## src/core/pmc_defs.svh

```systemverilog
// Purpose: register offsets, field positions, reset values and counts
//          for the prescaled 40-bit match counter
// Assumes: byte-wide register port, one byte per address
// Notes:   definitions only
`ifndef PMC_DEFS_SVH
`define PMC_DEFS_SVH

// register windows (byte addresses)
`define PMC_ADDR_CNT_BASE   8'h00
`define PMC_ADDR_MATCH_BASE 8'h08
`define PMC_ADDR_MBITS_BASE 8'h10
`define PMC_ADDR_CTRL       8'h18
`define PMC_ADDR_ISTAT      8'h19
`define PMC_ADDR_IMASK      8'h1A

// bytes in one 40-bit window
`define PMC_WIN_BYTES       8'h05

// control and status register fields
`define PMC_CTRL_AUTOCLR    0
`define PMC_CTRL_MODE_LO    1
`define PMC_CTRL_MODE_HI    2
`define PMC_CTRL_XTAL_EN    3
`define PMC_CTRL_RUN        4
`define PMC_CTRL_MATCH      7

// interrupt status / mask fields
`define PMC_IRQ_MATCH       0
`define PMC_IRQ_WRAP        1

// reset values
`define PMC_CTRL_RST        8'h00
`define PMC_MASK_RST        8'h00
`define PMC_COUNT_RST       40'h00_0000_0000
`define PMC_MATCH_RST       40'h00_0000_0000

// prescaler divide ratio
`define PMC_PRESCALE        128

`endif

```

## src/core/pmc_pkg.sv

```systemverilog
// Purpose: shared types of the prescaled 40-bit match counter
// Assumes: nothing
// Notes:   constants live in pmc_defs.svh
`default_nettype none
package pmc_pkg;
  typedef logic [39:0] pmc_count_t; // 40-bit count or match word
  typedef logic [7:0] pmc_byte_t;   // one register byte
  typedef logic [2:0] pmc_idx_t;    // byte index inside a window
endpackage : pmc_pkg
`default_nettype wire

```

## src/core/pmc_prescaler.sv

```systemverilog
// Purpose: synchronise the timekeeper clock pin and divide it
// Assumes: pin clock well below half of sys_clk_i
// Notes:   one tick pulse every DIV rising edges of the pin clock
`timescale 1ns/1ps
`default_nettype none
module pmc_prescaler #(
  parameter int DIV = 128
) (
  input wire logic sys_clk_i,
  input wire logic nrst_i,
  input wire logic pin_clk_i,
  output logic tick_o
);

  localparam int W = $clog2(DIV);

  logic sync1_r; // first stage, read only by sync2_r
  logic sync2_r; // stable copy of the pin
  logic prev_r;  // last stable level, for edge detect
  logic [W-1:0] div_r;
  logic edge_w;

  // two-flop synchroniser then one more stage for the edge
  always_ff @(posedge sys_clk_i or negedge nrst_i) begin
    if (!nrst_i) begin
      sync1_r <= 1'b0;
      sync2_r <= 1'b0;
      prev_r <= 1'b0;
    end else begin
      sync1_r <= pin_clk_i;
      sync2_r <= sync1_r;
      prev_r <= sync2_r;
    end
  end

  assign edge_w = sync2_r & ~prev_r;

  // divide by DIV: tick on the last edge of each group
  always_ff @(posedge sys_clk_i or negedge nrst_i) begin
    if (!nrst_i) begin
      div_r <= '0;
      tick_o <= 1'b0;
    end else begin
      tick_o <= 1'b0;
      if (edge_w) begin
        if (div_r == W'(DIV - 1)) begin
          div_r <= '0;
          tick_o <= 1'b1;
        end else begin
          div_r <= div_r + W'(1);
        end
      end
    end
  end

endmodule : pmc_prescaler
`default_nettype wire

```

## src/core/pmc_counter.sv

```systemverilog
// Purpose: 40-bit loadable timekeeping counter with match compare
// Assumes: byte register port; timekeeper clock arrives on a pin
// Notes:   count advances only from the prescaled pin clock
`timescale 1ns/1ps
`default_nettype none
`include "pmc_defs.svh"

// Summary of operation
// - loadable counter forty bits wide
// - advance only on pin clock divided 128
// - software preloads count before counting starts
// - count reads back at load addresses
// - multi-byte reads come from hold register
// - match flag high exactly while count equals match
// - sequencer match copies match flag
// - match bits read all ones on match
// - auto-clear zeroes count on match
// - no auto-clear when match value zero
// - crystal mode output follows control field
// - crystal select follows crystal enable bit
// - one data byte per address
module pmc_counter #(
  parameter int PRESCALE = `PMC_PRESCALE
) (
  input wire logic sys_clk_i,
  input wire logic nrst_i,
  // register port
  input wire logic [7:0] reg_addr_i,
  input wire logic [7:0] reg_wdata_i,
  input wire logic reg_wr_i,
  input wire logic reg_rd_i,
  output logic [7:0] reg_rdata_o,
  // timekeeper clock from the crystal oscillator output
  input wire logic timekeeper_clock_in_i,
  // oscillator controls
  output logic [1:0] crystal_mode_out_o,
  output logic crystal_select_out_o,
  // match outputs to fabric and power sequencer
  output logic match_flag_out_o,
  output logic sequencer_match_out_o,
  // level interrupt
  output logic irq_o
);

  // ---------------------------------------------------------------
  // window decode helpers
  // ---------------------------------------------------------------

  // true when the address falls in the five-byte window at base
  function automatic logic in_win(input logic [7:0] addr,
                                  input logic [7:0] base);
    logic [7:0] off;
    off = addr - base;
    in_win = (addr >= base) && (off < `PMC_WIN_BYTES);
  endfunction : in_win

  // byte index inside a window, valid only when in_win holds
  function automatic pmc_pkg::pmc_idx_t win_idx(
      input logic [7:0] addr, input logic [7:0] base);
    logic [7:0] off;
    off = addr - base;
    win_idx = off[2:0];
  endfunction : win_idx

  // pick one byte of a 40-bit word
  function automatic pmc_pkg::pmc_byte_t get_byte(
      input pmc_pkg::pmc_count_t word, input pmc_pkg::pmc_idx_t idx);
    pmc_pkg::pmc_byte_t b;
    b = 8'h00;
    for (int i = 0; i < 5; i++) begin
      if (idx == 3'(i)) begin
        b = word[i*8 +: 8];
      end
    end
    get_byte = b;
  endfunction : get_byte

  // replace one byte of a 40-bit word
  function automatic pmc_pkg::pmc_count_t put_byte(
      input pmc_pkg::pmc_count_t word, input pmc_pkg::pmc_idx_t idx,
      input pmc_pkg::pmc_byte_t b);
    pmc_pkg::pmc_count_t w;
    w = word;
    for (int i = 0; i < 5; i++) begin
      if (idx == 3'(i)) begin
        w[i*8 +: 8] = b;
      end
    end
    put_byte = w;
  endfunction : put_byte

  // ---------------------------------------------------------------
  // state
  // ---------------------------------------------------------------
  pmc_pkg::pmc_count_t count_r;  // live count
  pmc_pkg::pmc_count_t count_nxt;
  pmc_pkg::pmc_count_t match_r;  // stored match value
  pmc_pkg::pmc_count_t match_nxt;
  pmc_pkg::pmc_count_t hold_r;   // read-hold copy of the count
  pmc_pkg::pmc_byte_t ctrl_r;    // control bits, match bit is live
  pmc_pkg::pmc_byte_t istat_r;   // sticky event bits
  pmc_pkg::pmc_byte_t imask_r;   // interrupt enables
  pmc_pkg::pmc_byte_t rdata_r;   // read answer
  logic hit_r;                   // count equals match value
  logic hit_d_r;                 // hit_r one cycle ago
  logic irq_r;

  // decoded accesses
  logic cnt_wr_w;
  logic cnt_rd_w;
  logic match_wr_w;
  logic tick_w;
  logic clr_hit_w;
  logic wrap_w;
  logic ev_match_w;
  pmc_pkg::pmc_idx_t idx_cnt_w;
  pmc_pkg::pmc_idx_t idx_match_w;
  pmc_pkg::pmc_byte_t istat_set_w;

  // ---------------------------------------------------------------
  // prescaler: synchronises the pin and divides it
  // ---------------------------------------------------------------
  pmc_prescaler #(
    .DIV(PRESCALE)
  ) u_prescaler (
    .sys_clk_i(sys_clk_i),
    .nrst_i(nrst_i),
    .pin_clk_i(timekeeper_clock_in_i),
    .tick_o(tick_w)
  );

  // ---------------------------------------------------------------
  // address decode, one byte per address
  // ---------------------------------------------------------------
  assign idx_cnt_w = win_idx(reg_addr_i, `PMC_ADDR_CNT_BASE);
  assign idx_match_w = win_idx(reg_addr_i, `PMC_ADDR_MATCH_BASE);
  assign cnt_wr_w = reg_wr_i && in_win(reg_addr_i, `PMC_ADDR_CNT_BASE);
  assign cnt_rd_w = reg_rd_i && in_win(reg_addr_i, `PMC_ADDR_CNT_BASE);
  assign match_wr_w = reg_wr_i &&
                      in_win(reg_addr_i, `PMC_ADDR_MATCH_BASE);

  // auto-clear fires while matched, enabled and match value nonzero
  assign clr_hit_w = hit_r && ctrl_r[`PMC_CTRL_AUTOCLR] &&
                     (match_r != `PMC_MATCH_RST);

  // wrap from all ones is an event only when nothing clears first
  assign wrap_w = tick_w && ctrl_r[`PMC_CTRL_RUN] && !clr_hit_w &&
                  (count_r == ~`PMC_COUNT_RST);

  // match event on the rising edge of the compare
  assign ev_match_w = hit_r && !hit_d_r;

  // ---------------------------------------------------------------
  // next count: load beats auto-clear beats increment
  // ---------------------------------------------------------------
  always_comb begin : count_next
    count_nxt = count_r;
    if (clr_hit_w) begin
      count_nxt = `PMC_COUNT_RST;
    end else if (tick_w && ctrl_r[`PMC_CTRL_RUN]) begin
      // plain add wraps all ones to zero on its own
      count_nxt = count_r + 40'h00_0000_0001;
    end
    if (cnt_wr_w) begin
      // a byte write preloads that byte of the live count
      count_nxt = put_byte(count_nxt, idx_cnt_w, reg_wdata_i);
    end
  end

  // next match value from byte writes
  always_comb begin : match_next
    match_nxt = match_r;
    if (match_wr_w) begin
      match_nxt = put_byte(match_r, idx_match_w, reg_wdata_i);
    end
  end

  // count register
  always_ff @(posedge sys_clk_i or negedge nrst_i) begin
    if (!nrst_i) begin
      count_r <= `PMC_COUNT_RST;
    end else begin
      count_r <= count_nxt;
    end
  end

  // match value register
  always_ff @(posedge sys_clk_i or negedge nrst_i) begin
    if (!nrst_i) begin
      match_r <= `PMC_MATCH_RST;
    end else begin
      match_r <= match_nxt;
    end
  end

  // compare on next values so the flag tracks the count with no lag;
  // both reset to zero, so the flag starts high
  always_ff @(posedge sys_clk_i or negedge nrst_i) begin
    if (!nrst_i) begin
      hit_r <= 1'b1;
      hit_d_r <= 1'b1;
    end else begin
      hit_r <= (count_nxt == match_nxt);
      hit_d_r <= hit_r;
    end
  end

  assign match_flag_out_o = hit_r;
  assign sequencer_match_out_o = hit_r;

  // ---------------------------------------------------------------
  // read-hold register
  // ---------------------------------------------------------------
  // reading the low byte snapshots the whole count, so the upper
  // bytes read afterwards belong to the same instant even if a
  // tick lands between the byte reads
  always_ff @(posedge sys_clk_i or negedge nrst_i) begin
    if (!nrst_i) begin
      hold_r <= `PMC_COUNT_RST;
    end else if (cnt_rd_w && idx_cnt_w == 3'h0) begin
      hold_r <= count_r;
    end
  end

  // ---------------------------------------------------------------
  // control register
  // ---------------------------------------------------------------
  // bit 7 is the live match state and is not stored here
  always_ff @(posedge sys_clk_i or negedge nrst_i) begin
    if (!nrst_i) begin
      ctrl_r <= `PMC_CTRL_RST;
    end else if (reg_wr_i && reg_addr_i == `PMC_ADDR_CTRL) begin
      ctrl_r <= reg_wdata_i & 8'h1F;
    end
  end

  // oscillator controls straight from stored bits
  assign crystal_mode_out_o =
    ctrl_r[`PMC_CTRL_MODE_HI:`PMC_CTRL_MODE_LO];
  assign crystal_select_out_o = ctrl_r[`PMC_CTRL_XTAL_EN];

  // ---------------------------------------------------------------
  // interrupt status, mask and output
  // ---------------------------------------------------------------
  always_comb begin : irq_events
    istat_set_w = 8'h00;
    istat_set_w[`PMC_IRQ_MATCH] = ev_match_w;
    istat_set_w[`PMC_IRQ_WRAP] = wrap_w;
  end

  // write one to clear; a new event in the same cycle wins
  always_ff @(posedge sys_clk_i or negedge nrst_i) begin
    if (!nrst_i) begin
      istat_r <= 8'h00;
    end else if (reg_wr_i && reg_addr_i == `PMC_ADDR_ISTAT) begin
      istat_r <= (istat_r & ~reg_wdata_i) | istat_set_w;
    end else begin
      istat_r <= istat_r | istat_set_w;
    end
  end

  // mask register, only the two event bits exist
  always_ff @(posedge sys_clk_i or negedge nrst_i) begin
    if (!nrst_i) begin
      imask_r <= `PMC_MASK_RST;
    end else if (reg_wr_i && reg_addr_i == `PMC_ADDR_IMASK) begin
      imask_r <= reg_wdata_i & 8'h03;
    end
  end

  // registered level, one cycle behind the status bits
  always_ff @(posedge sys_clk_i or negedge nrst_i) begin
    if (!nrst_i) begin
      irq_r <= 1'b0;
    end else begin
      irq_r <= |(istat_r & imask_r);
    end
  end

  assign irq_o = irq_r;

  // ---------------------------------------------------------------
  // read data, valid the cycle after the strobe only
  // ---------------------------------------------------------------
  always_ff @(posedge sys_clk_i or negedge nrst_i) begin
    if (!nrst_i) begin
      rdata_r <= 8'h00;
    end else if (!reg_rd_i) begin
      // zero outside the answer cycle keeps the bus quiet
      rdata_r <= 8'h00;
    end else if (in_win(reg_addr_i, `PMC_ADDR_CNT_BASE)) begin
      if (idx_cnt_w == 3'h0) begin
        // low byte comes live, same value the hold captures
        rdata_r <= count_r[7:0];
      end else begin
        rdata_r <= get_byte(hold_r, idx_cnt_w);
      end
    end else if (in_win(reg_addr_i, `PMC_ADDR_MATCH_BASE)) begin
      rdata_r <= get_byte(match_r, idx_match_w);
    end else if (in_win(reg_addr_i, `PMC_ADDR_MBITS_BASE)) begin
      // every match bit reads one while matched
      rdata_r <= {8{hit_r}};
    end else if (reg_addr_i == `PMC_ADDR_CTRL) begin
      rdata_r <= {hit_r, ctrl_r[6:0]};
    end else if (reg_addr_i == `PMC_ADDR_ISTAT) begin
      rdata_r <= istat_r;
    end else if (reg_addr_i == `PMC_ADDR_IMASK) begin
      rdata_r <= imask_r;
    end else begin
      // unmapped address reads zero
      rdata_r <= 8'h00;
    end
  end

  assign reg_rdata_o = rdata_r;

endmodule : pmc_counter
`default_nettype wire

```

## config.mk

```make
export PLATFORM = sky130hd
export DESIGN_NAME = pmc_counter
export DESIGN_NICKNAME = d
export VERILOG_FILES = /design/src/core/pmc_pkg.sv /design/src/core/pmc_prescaler.sv /design/src/core/pmc_counter.sv
export VERILOG_INCLUDE_DIRS = /design/src /design/src/core
export SDC_FILE = /design/constraint.sdc
export NUM_CORES = 1
export LEC_CHECK = 0
export BUFFER_PORTS_ARGS = -buffer_cell sky130_fd_sc_hd__buf_2
export CAP_MARGIN = 20
export CORE_MARGIN = 4
export CORE_UTILIZATION = 43
export DETAILED_ROUTE_END_ITERATION = 16
export PLACE_DENSITY = 0.55
export SLEW_MARGIN = 20
export SYNTH_ARGS = -nofsm -noshare
export SYNTH_HDL_FRONTEND = slang
export SYNTH_HIERARCHICAL = 1
export SYNTH_SLANG_ARGS = --single-unit
```

## constraint.sdc

```tcl
create_clock -name sys_clk_i -period 8.9 [get_ports sys_clk_i]
set_clock_uncertainty 0.05 [all_clocks]
set_input_delay 1.78 -clock sys_clk_i [delete_from_list [all_inputs] [get_ports sys_clk_i]]
set_output_delay 1.78 -clock sys_clk_i [all_outputs]
set_load 0.005 [all_outputs]
```

==> results.md <==
- The run finished with clean final reports.
- Including well taps, the total number of placed cells is 1122.
- The overall routing resource usage is between 20% and 30%.
- The final hold violation count came to 0.
- The width of the die is roughly 150 µm.
- The critical path goes through buf_2 > inv_1 > ha_1 > xnor2_1 > nand4_1 > mux2i_1 > o22ai_1 > a21oi_1 > o22ai_1 > or4_1 > nor4_2.
- Dividing total power by cell area gives a power density of about 180 nW/µm².
- The peak clock frequency supported by timing is 195.7 MHz.
- Counting flops with a built-in enable in the synthesized netlist gives 0.
- In this run the vertical extent of the chip is 150.6 µm.
- The number of antenna-violating nets in the routed design is 0.
- Counting every instance in the synthesized netlist gives approximately 900.
- The share of flip-flops with an asynchronous set or reset after synthesis is 100.0%.
- Post-CTS timing repair inserted 0 buffers for setup.
- The initial core utilization is between 40% and 50%.
- During placement, the flow inserted port buffers numbering 34.
- The highest fanout seen on the critical path is 11.
- STA classifies the critical path startpoint as an input pin.
- In the routed layout, each cell is associated on average with a via count of 6.438.
- The violation count after the first detailed-routing iteration is just under 900.
- Setup repair after global routing left no endpoint under its margin.
- The family of cells with the greatest summed delay on the critical path is simple AND/OR/NAND/NOR gates.
- The register bit count reported by yosys is approximately 150.
- The largest net degree at the start of global routing is 99.
- For the pin with the worst max-slew slack, the measured transition is between 900 and 1000 ps.
- The number of antenna diodes in the final layout is 0.
- The accumulated negative setup slack is 0 ps.
- The leakage dissipation is ~4.3 nW.
- The met3 layer usage reported by global route is approximately 6.0%.
- CTS built an H-tree with a depth of 4.
- The post-route fraction of the period consumed by the critical path is between 50% and 60%.
- The critical path is of the in2reg type.
- met2 is the most crowded layer.
- The met2 track utilization from global routing is between 40 and 50%.
- The dominant register cell in the synthesized netlist is dfrtp_1.
- The initial antenna violation count is 0.
- The cell at the root of the clock tree is clkbuf_16.
- After clock tree synthesis, the clock-pin slew on the worst setup and hold paths is ~60 ps.
- The final routed wirelength across all metal layers is ~30000 µm.
- The number of nets in the finished design is 900.
- The number of buffer and inverter stages on the critical path is 2.
- Data on the critical path arrives at its endpoint at around 5400 ps.
- The launching instance or port of the critical path is reg_addr_i[3].
- Hold repair after CTS inserted 0 buffers.
- The net count after synthesis is 898.
- The total CTS buffers is 17.
- The share of the core filled with cells is just under 50%.
- The final instance count without filler cells is about 1.2k.
- In the global route stage, met1 resource usage came out at a little under two fifths.
- The normalized max-slew margin is between 30% and 40%.
- The part of the Yosys area used for sequential elements is a little over two fifths.
- The core region area is between 15000 and 20000 µm².
- The Yosys step of the flow raised 6 warnings.
- STA puts the critical path data required time at 9190 ps.
- The biggest cell delay along the critical path is roughly 760 ps.
- The final HPWL from detailed placement is between 20000 and 25000 µm.
- After clock tree synthesis, the repair step resized 0 gates.
- The buffer levels on the longest clock path is 2.
- The routed layout has about 7.4k vias.
- After detailed routing, the number of remaining DRC violations is 0.
- The path class of the tightest hold or removal check is reg2reg.
- The synthesis-to-finish area growth is 10.56%.
- The startpoint identified for the worst hold timing path is u_prescaler/sync1_r$_DFF_PN0_.
- The wire length of the first global-routing pass is approximately 46000 µm.
- The weighted congestion reported at the end of routability-driven placement is 0.9514.
- Dividing the synthesized area by the synthesized cell count gives 10.01 µm².
- The I/O pin count is 35.
- Row generation in the floorplan step produced roughly 50 rows.
- The worst path needs 5111 ps of the cycle, external delays included.
- The final setup violation count is 0.
- The count of TritonRoute iterations in the first routing pass is 7.
- The via count of the first global-routing pass is around 7.4k.
- The share of final-layout standard cells stronger than drive strength 1 is roughly a fifth.
- Across the VDD grid, the largest voltage drop is about 0.12 mV.
- The cell area that synthesis handed to floorplanning was 8747 µm².
- After synthesis, the netlist uses 72 different library cells.
- Among all stages on the critical path, the largest delay is contributed by mux2i_1.
- Global routing finished with a remaining overflow of 0.
- The tool flagged a number of max-cap violations equal to 0.
- The die covers between 20000 and 25000 µm².
- The post-detailed-route wirelength per cell is around 26 µm.
- The latest clock arrival within the worst-skew pair is around 430 ps.
- The number of sinks on the clock net is ~150.
- The kind of capture point of the worst setup path is a flop.
- The number of pins with negative max-slew slack in the final report is 0.
- In this run the critical register-to-register path is launched from match_r[0]$_DFF_PN0_.
- The cell that appears most often on the critical path is o22ai_1.
- The clock tree from TritonCTS is done.
-- synthesized netlist by cell type, types with 13 or more instances --
| cell | number | area [µm²] |
|---|---|---|
| nor3_1 | 26 | 130.1 |
| o31ai_1 | 18 | 135.1 |
| mux4_2 | 15 | 337.8 |
| nor2_1 | 27 | 101.4 |
| o22ai_1 | 20 | 125.1 |
| a22oi_1 | 13 | 97.59 |
| xor2_1 | 29 | 254.0 |
| mux2_2 | 61 | 686.9 |
| xnor2_1 | 37 | 324.1 |
| a21oi_1 | 37 | 185.2 |
| nor4_1 | 31 | 193.9 |
| inv_1 | 32 | 120.1 |
| nand3_1 | 19 | 95.09 |
| nand2_1 | 81 | 304.0 |
| mux2i_1 | 17 | 170.2 |
| o21ai_0 | 33 | 165.2 |
| nand4_1 | 23 | 143.9 |
| dfrtp_1 | 147 | 3679 |
| clkbuf_1 | 43 | 161.4 |
-- area by class of cell --
cell class	instances	area, µm²
clock buffers	19	442.9
clock inverters	13	121.4
fillers	1820	10050
inverters	34	127.6
multi-input cells	630	4664
flip-flops and latches	149	3731
well taps	265	331.6
repair buffers	44	251.5
-- routing by layer --
metal | wire length [µm] | up-vias
met2 | 14010 | 340
met3 | 2262 | 65
li1 | - | 3272
met4 | 955 | 0
met5 | 0 | -
met1 | 12990 | 3753
-- where the power goes --
group          switching, W  internal [W]  total (W)
sequential        0.0000554      0.000717   0.000772
combinational      0.000140     0.0000875   0.000228
clock              0.000309      0.000396   0.000704
total              0.000504       0.00120    0.00170
-- worst reg2reg max path, stage by stage (launching register included) --
cell     delay, ps
dfrtp_1        460
nor4_1         350
nand4_1        270
o311a_1        510
buf_4          270
o31ai_1        420
o22ai_1        240
a311o_1        350
nor4_1         280
nand4_1        140
nor4_2         280
-- through the flow --
stage | hold slack (ps) | worst slack (ps) | instance area (µm²) | power [W]
after global placement | 290.8 | 3492 | 9106 | 0.001003
after CTS | 309.2 | 3897 | 9671 | 0.001713
after floorplan | 281.2 | 4402 | 8747 | 0.0009147
after detailed placement | 294.2 | 3469 | 9106 | 0.001007
after global routing | 321.2 | 3618 | 9671 | 0.001773
final | 307.2 | 3789 | 9671 | 0.001704
-- flip-flops by register name (all words and copies together), names as in the netlist, 2 cells and up --
register and count:
count_r 40, match_r 40, hold_r 32, istat_r 8, reg_rdata_o 8, u_prescaler/div_r 7
ctrl_r 5, imask_r 2
-- worst paths after layout --
path / slack (ps) / cells after the start / endpoint
worst max-delay path: 3790 / 11 / match_flag_out_o$_DFF_PN1_
worst min-delay path: 310 / 0 / u_prescaler/sync2_r$_DFF_PN0_
worst max register to register: 5180 / 10 / match_flag_out_o$_DFF_PN1_
worst min register to register: 310 / 0 / u_prescaler/sync2_r$_DFF_PN0_
max in group asynchronous: 6220 / 2 / count_r[29]$_DFF_PN0_
min in group asynchronous: 1350 / 1 / ctrl_r[1]$_DFFE_PN0P_
-- kinds of logic after synthesis --
kind of cell / share of synthesized area (%)
buf+inv: 4.363
fa+ha+maj: 0.4292
xor+xnor: 6.608
flops: 42.65
simple gates: 17.49
compound gates: 14.49
mux: 13.96
-- layout by cell type, fill, tap and decap left out, drive strengths merged, types with 5 or more instances in the layout --
cell / Yosys / routed
dfrtp: 147 / 147
or4: 9 / 9
nand2: 81 / 81
nand4: 24 / 24
o31a: 5 / 5
nand2b: 6 / 6
a22o: 7 / 7
a21oi: 39 / 39
nor2b: 5 / 5
buf: 18 / 44
clkbuf: 43 / 19
mux4: 16 / 16
a31oi: 7 / 7
nand3: 21 / 21
and3: 12 / 12
mux2: 61 / 61
nor3: 30 / 30
o21a: 7 / 7
a22oi: 13 / 13
inv: 34 / 39
a21boi: 6 / 6
o31ai: 18 / 18
xor2: 29 / 29
and4: 7 / 7
o22ai: 20 / 20
xnor2: 37 / 37
nor2: 28 / 28
o21ai: 33 / 33
a211oi: 9 / 9
mux2i: 17 / 17
nor4: 33 / 33
Note: power is estimated with default switching activity, not from simulation.
